[src/pwm_power_mode_clocking_defines.vh]
// Constants for the power-mode clocking of the enhanced capture/PWM unit
// Summary of operation
// - Sleep freezes period timer and unit state, but not the failure flag or internal mode
// - Driven pins keep their level during sleep
// - Wake resumes from frozen state, no reinit
// - Primary idle keeps primary clock unchanged
// - Other power modes clock timer from mode clock
// - Clock failure enters internal mode, sets flag bit 7
// - After failure unit runs from internal oscillator
// - Every reset turns pins to inputs
// - Reset restores basic-compatible register defaults
`ifndef PWM_POWER_MODE_CLOCKING_DEFINES_VH
`define PWM_POWER_MODE_CLOCKING_DEFINES_VH

`define PM_RUN_PRIMARY 2'h0
`define PM_PRIMARY_IDLE 2'h1
`define PM_OTHER 2'h2
`define PM_OTHER_IDLE 2'h3

`define SRC_PRI 3'h1
`define SRC_PM 3'h2
`define SRC_INT 3'h4

`define FLAG_REG_W 8
`define OSC_FAIL_BIT 7
`define TIMER_W 8
`define TIMER_RST 8'h00
`define FLAG_REG_RST 8'h00

`endif

[src/pwm_power_mode_clocking.v]
// Clock source selection, sleep freeze and reset behaviour of the capture/PWM unit
`timescale 1ns/100ps
`default_nettype none
`include "pwm_power_mode_clocking_defines.vh"

module pwm_power_mode_clocking (
    input wire sys_clk_i,
    input wire arst_n_i,
    input wire sleep_i,
    input wire [1:0] power_mode_i,
    input wire pri_tick_i,
    input wire pm_tick_i,
    input wire internal_oscillator_source_tick_i,
    input wire fail_monitor_en_i,
    input wire pri_clk_fail_i,
    input wire osc_fail_flag_clr_i,
    input wire timer_on_i,
    input wire [7:0] period_i,
    input wire [7:0] duty_i,
    input wire pwm_drive_en_i,
    output wire [7:0] period_timer_o,
    output wire period_match_o,
    output wire pwm_o,
    output wire pwm_oe_o,
    output wire [7:0] peripheral_flag_register_two_o,
    output wire internal_mode_a_o,
    output wire [2:0] clk_src_o
);

    reg [2:0] src_q;
    reg [2:0] src_d;
    reg [7:0] tmr_q;
    reg [7:0] tmr_d;
    reg match_q;
    reg match_d;
    reg pwm_q;
    reg pwm_d;
    reg oe_q;
    reg oe_d;
    reg fail_flag_q;
    reg fail_flag_d;
    reg int_mode_q;
    reg int_mode_d;
    reg src_tick;
    reg [2:0] want_src;
    wire count_en;
    wire at_period;
    wire fail_seen;

    // Timer advances only on a tick of the source now in use
    assign count_en = timer_on_i && src_tick;
    // Last count of a period
    assign at_period = (tmr_q == period_i);
    // Failure is recognised in sleep as well
    assign fail_seen = fail_monitor_en_i && pri_clk_fail_i;

    ////////////////////////////////////////////////////////////////////////////
    // Clock source selection

    always @* begin
        if (int_mode_q) begin
            want_src = `SRC_INT;
        end else if (power_mode_i == `PM_RUN_PRIMARY || power_mode_i == `PM_PRIMARY_IDLE) begin
            want_src = `SRC_PRI;
        end else begin
            want_src = `SRC_PM;
        end
    end

    always @* begin
        case (src_q)
            `SRC_PRI: src_tick = pri_tick_i;
            `SRC_PM: src_tick = pm_tick_i;
            `SRC_INT: src_tick = internal_oscillator_source_tick_i;
            default: src_tick = 1'b0;
        endcase
    end

    // Hand over only on a tick of the old source; a failed primary
    // delivers no more ticks, so that case hands over at once
    always @* begin
        src_d = src_q;
        if (want_src != src_q) begin
            if (src_tick || (int_mode_q && src_q == `SRC_PRI)) begin
                src_d = want_src;
            end
        end
    end

    ////////////////////////////////////////////////////////////////////////////
    // Period timer

    always @* begin
        tmr_d = tmr_q;
        if (count_en) begin
            if (at_period) begin
                tmr_d = `TIMER_RST;
            end else begin
                tmr_d = tmr_q + 8'h01;
            end
        end
    end

    // Match pulses for one cycle on the wrap
    always @* begin
        match_d = 1'b0;
        if (count_en && at_period) begin
            match_d = 1'b1;
        end
    end

    // Level is refreshed only on a counted tick
    always @* begin
        pwm_d = pwm_q;
        if (count_en) begin
            pwm_d = (tmr_d < duty_i);
        end
    end

    // Direction request takes effect one cycle later
    always @* begin
        oe_d = pwm_drive_en_i;
    end

    ////////////////////////////////////////////////////////////////////////////
    // State registers; sleep holds all of them except match_q, which it clears

    // Active source survives sleep
    always @(posedge sys_clk_i or negedge arst_n_i) begin
        if (!arst_n_i) begin
            src_q <= `SRC_PRI;
        end else if (!sleep_i) begin
            src_q <= src_d;
        end
    end

    // Count is frozen in sleep and resumes from where it stood
    always @(posedge sys_clk_i or negedge arst_n_i) begin
        if (!arst_n_i) begin
            tmr_q <= `TIMER_RST;
        end else if (!sleep_i) begin
            tmr_q <= tmr_d;
        end
    end

    // No match can be reported while nothing counts
    always @(posedge sys_clk_i or negedge arst_n_i) begin
        if (!arst_n_i) begin
            match_q <= 1'b0;
        end else if (sleep_i) begin
            match_q <= 1'b0;
        end else begin
            match_q <= match_d;
        end
    end

    // Driven level is kept through sleep
    always @(posedge sys_clk_i or negedge arst_n_i) begin
        if (!arst_n_i) begin
            pwm_q <= 1'b0;
        end else if (!sleep_i) begin
            pwm_q <= pwm_d;
        end
    end

    // Reset turns the pin to an input
    always @(posedge sys_clk_i or negedge arst_n_i) begin
        if (!arst_n_i) begin
            oe_q <= 1'b0;
        end else if (!sleep_i) begin
            oe_q <= oe_d;
        end
    end

    ////////////////////////////////////////////////////////////////////////////
    // Clock failure handling

    // A failure in the same cycle as a clear keeps the flag set
    always @* begin
        fail_flag_d = fail_flag_q;
        if (fail_seen) begin
            fail_flag_d = 1'b1;
        end else if (osc_fail_flag_clr_i) begin
            fail_flag_d = 1'b0;
        end
    end

    // Internal mode is left only by a reset
    always @* begin
        int_mode_d = int_mode_q | fail_seen;
    end

    always @(posedge sys_clk_i or negedge arst_n_i) begin
        if (!arst_n_i) begin
            fail_flag_q <= 1'b0;
        end else begin
            fail_flag_q <= fail_flag_d;
        end
    end

    always @(posedge sys_clk_i or negedge arst_n_i) begin
        if (!arst_n_i) begin
            int_mode_q <= 1'b0;
        end else begin
            int_mode_q <= int_mode_d;
        end
    end

    ////////////////////////////////////////////////////////////////////////////
    // Outputs come straight from registers

    assign period_timer_o = tmr_q;
    assign period_match_o = match_q;
    assign pwm_o = pwm_q;
    assign pwm_oe_o = oe_q;
    assign peripheral_flag_register_two_o = {fail_flag_q, 7'h00};
    assign internal_mode_a_o = int_mode_q;
    assign clk_src_o = src_q;

endmodule // pwm_power_mode_clocking
`default_nettype wire

[config.mk]
export PLATFORM = sky130hd
export DESIGN_NAME = pwm_power_mode_clocking
export DESIGN_NICKNAME = d
export VERILOG_FILES = /design/src/pwm_power_mode_clocking.v
export VERILOG_INCLUDE_DIRS = /design/src
export SDC_FILE = /design/constraint.sdc
export NUM_CORES = 1
export LEC_CHECK = 0
export BUFFER_PORTS_ARGS = -buffer_cell sky130_fd_sc_hd__buf_2
export CORE_MARGIN = 1.5
export CORE_UTILIZATION = 44
export DETAILED_ROUTE_END_ITERATION = 8
export MAX_ROUTING_LAYER = met4
export PLACE_DENSITY = 0.77
export SYNTH_ARGS = -nofsm -noshare
export SYNTH_HDL_FRONTEND = slang
export SYNTH_SLANG_ARGS = --single-unit
[constraint.sdc]
create_clock -name sys_clk_i -period 2.7 [get_ports sys_clk_i]
set_input_delay 0.27 -clock sys_clk_i [delete_from_list [all_inputs] [get_ports sys_clk_i]]
set_output_delay 0.27 -clock sys_clk_i [all_outputs]
set_load 0.05 [all_outputs]
==> flow_metrics.tcl <==
set metrics [dict create \
    relSlewSlack 0.533 \
    synth_cells 159 \
    crit_required_ns 2.88 \
    finalNetCount 252 \
    r2r-start "clk_src_o[0]$_DFFE_PN1P_" \
    setup_viol 1 \
    synth_edf_count 0 \
    cts_root_buf "clkbuf_4" \
    post_drt_wl_per_cell_um 13.8 \
    crit_fanout 5 \
    fin_cells 247 \
    synth_cell_types 43 \
    antenna_cells 0 \
    io_buffers 43 \
    finalCriticalPeriod_ns 2.72 \
    clkSlewWorstSetupHoldPaths_ns 0.10 \
    place_inst 235 \
    finClkSkew_ns 0.00973 \
    routed_wl_um 3410 \
    grt_antenna_before_repair 0 \
    start_util 0.456 \
    grt_pass1_vias 1212 \
    syn_area_sq_um 1370 \
    cap_violations 0 \
    num_rows 20 \
    area_growth_pct 31.1 \
    clock_latency_ns 0.30 \
    cts_sinks 16 \
    cts_tree "yes" \
    die_w_um 58.8 \
    hold_path_depth 2 \
    clock.fmax_ghz 0.368 \
    holdCritPathClass "in -> reg" \
    hold_end "fail_flag_q$_DFFE_PN0P_" \
    final_common_cell "buf_2" \
    fin_crit_sh 1.01 \
    viasPerCell 5.45 \
    grt-ovfl-total 0 \
    peakVddDrop_v 0.000326 \
    hold_viol 0 \
    vias 1346 \
    cp-start-kind "flip-flop" \
    hold_start "osc_fail_flag_clr_i" \
    final_util 0.598 \
    drt-initial-drc-count 43 \
    dieArea_sq_um 3450 \
    pre_cts_ws_ns -0.0477 \
    grt_pass1_wl_um 5160 \
    reg2reg_to "pwm_o$_DFFE_PN0P_" \
    track_usage 0.203 \
    dp_hpwl_um 2510 \
    power.total_uw 1060 \
    worst_slew_pin_slew_ns 0.695 \
    coreArea_sq_um 3000 \
    reg2regPathDepth 12 \
    syn_avg_cell_area_sq_um 8.61 \
    ys_seq_area_frac 0.293 \
    path_class "reg -> reg" \
    drive_gt1_frac 0.393 \
    design_area_sq_um 1790 \
    critPathArrivalTime_ns 2.90 \
    async_flop_share 1.00 \
    slew_viol_final 0 \
    ys_warn_count 0 \
    rsz0062_at_grt "yes" \
    violations "negative setup slack" \
    regToRegSetupSlack_ns -0.02 \
    dieHeight_um 58.8 \
    antenna_left 0 \
    final_cell_mix "buf_2 (43), buf_4 (13), xnor2_1 (12), inv_1 (12)" \
    ys.flop_type "dfrtp_1" \
    placed_cell_area_sq_um 1650 \
    drc 0 \
    cts_buffer_depth 2 \
    place_congestion 0.931 \
    first_pass_iters 4 \
    p_leak_uw 0.000878 \
    synth-seq-cells 16 \
    io_pins 52 \
    cts_buffers 3 \
    fin_ws_ns -0.0201 \
    grt_max_degree 20 \
    end_kind "flip-flop" \
    status "complete, but fails checks" \
    h-tree-depth 1 \
    power.density_nw_per_um2 591 \
]
-- sequential cells by signal, indices dropped and copies added, names as in the netlist --
| signal | cells |
|---|---|
| clk_src_o | 3 |
| period_match_o | 1 |
| period_timer_o | 8 |
| pwm_o | 1 |
| pwm_oe_o | 1 |
| fail_flag_q | 1 |
| internal_mode_a_o | 1 |
-- cell families after synthesis --
kind of cell	share of synthesized area
XOR/XNOR	0.0832
AO/OA/AOI/OAI	0.197
AND/OR/NAND/NOR	0.242
flip-flops	0.293
multiplexers	0.00823
other	0.00274
adder cells (fa/ha/maj)	0.0731
buffers and inverters	0.101
-- area by class of cell --
| type | count | area (sq um) |
|---|---|---|
| multi-input cells | 121 | 901 |
| fillers | 271 | 1210 |
| flip-flops and latches | 16 | 413 |
| clock buffers | 4 | 26.3 |
| well taps | 33 | 41.3 |
| repair buffers | 61 | 368 |
| inverters | 12 | 45.0 |
-- synthesized netlist by cell type, types with 3 or more instances --
| library cell | number | area, sq um |
|---|---|---|
| nor3_1 | 6 | 30.0 |
| buf_4 | 8 | 60.1 |
| nand2_1 | 9 | 33.8 |
| o21bai_1 | 3 | 22.5 |
| a21oi_1 | 7 | 35.0 |
| a21o_1 | 6 | 45.0 |
| nor2_1 | 10 | 37.5 |
| clkbuf_1 | 6 | 22.5 |
| xnor2_1 | 12 | 105 |
| dfrtp_1 | 15 | 375 |
| nand4bb_1 | 3 | 33.8 |
| nand2b_1 | 3 | 18.8 |
| o21ai_0 | 10 | 50.1 |
| nand3_1 | 6 | 30.0 |
| nand4_1 | 3 | 18.8 |
| inv_1 | 12 | 45.0 |
| ha_1 | 8 | 100 |
-- power breakdown --
part / internal, uW / switching [uW] / leakage (uW)
logic: 219 / 359 / 0.000675
registers: 280 / 61.7 / 0.000188
clock network: 57.6 / 83.0 / 0.0000150
-- metal layers --
layer,wire (um),GRT usage,vias up,part of all wire
met5,0,-,-,0
met4,44,0.0260,0,0.013
met3,195,0.0462,6,0.057
met2,1700,0.360,46,0.50
met1,1470,0.241,624,0.43
li1,-,-,670,-
-- timing repair --
action                     4_1_cts  5_1_grt
pin swaps                        5       17
setup buffers                    1        6
hold endpoints to repair        15        0
gates cloned                     0        0
setup endpoints to repair        1        1
resized for setup                1       13
hold buffers                     1        0
-- critical path, cell delays in order (launching register included) --
cell,delay (ns)
dfstp_4,0.65
buf_6,0.10
and4bb_2,0.27
o31ai_4,0.10
buf_6,0.14
nor2_1,0.23
xnor2_1,0.17
nor2_1,0.07
ha_1,0.28
o2111ai_2,0.12
a211o_1,0.29
nor2_1,0.11
a21oi_1,0.07
-- how the worst max path moves through the flow --
stage / start / endpoint / slack (ns) / cells past startpoint
2_1_floorplan: clk_src_o[0]$_DFFE_PN1P_ / pwm_o$_DFFE_PN0P_ / 0.004 / 11
3_3_place_gp: clk_src_o[0]$_DFFE_PN1P_ / pwm_o$_DFFE_PN0P_ / -0.005 / 11
3_5_place_dp: clk_src_o[0]$_DFFE_PN1P_ / pwm_o$_DFFE_PN0P_ / -0.05 / 8
4_1_cts: clk_src_o[0]$_DFFE_PN1P_ / pwm_o$_DFFE_PN0P_ / -0.06 / 11
5_1_grt: clk_src_o[0]$_DFFE_PN1P_ / pwm_o$_DFFE_PN0P_ / -0.12 / 12
6_report: clk_src_o[0]$_DFFE_PN1P_ / pwm_o$_DFFE_PN0P_ / -0.02 / 12
-- per-stage QoR --
stage | hold WS (ns) | TNS [ns]
floorplan | -0.0256 | 0
global placement | 0.212 | -0.00517
detailed placement | 0.210 | -0.0477
CTS | 0.146 | -0.0611
global route | 0.165 | -0.116
finish | 0.145 | -0.0201
No activity file was read; power rests on OpenSTA's default activity.
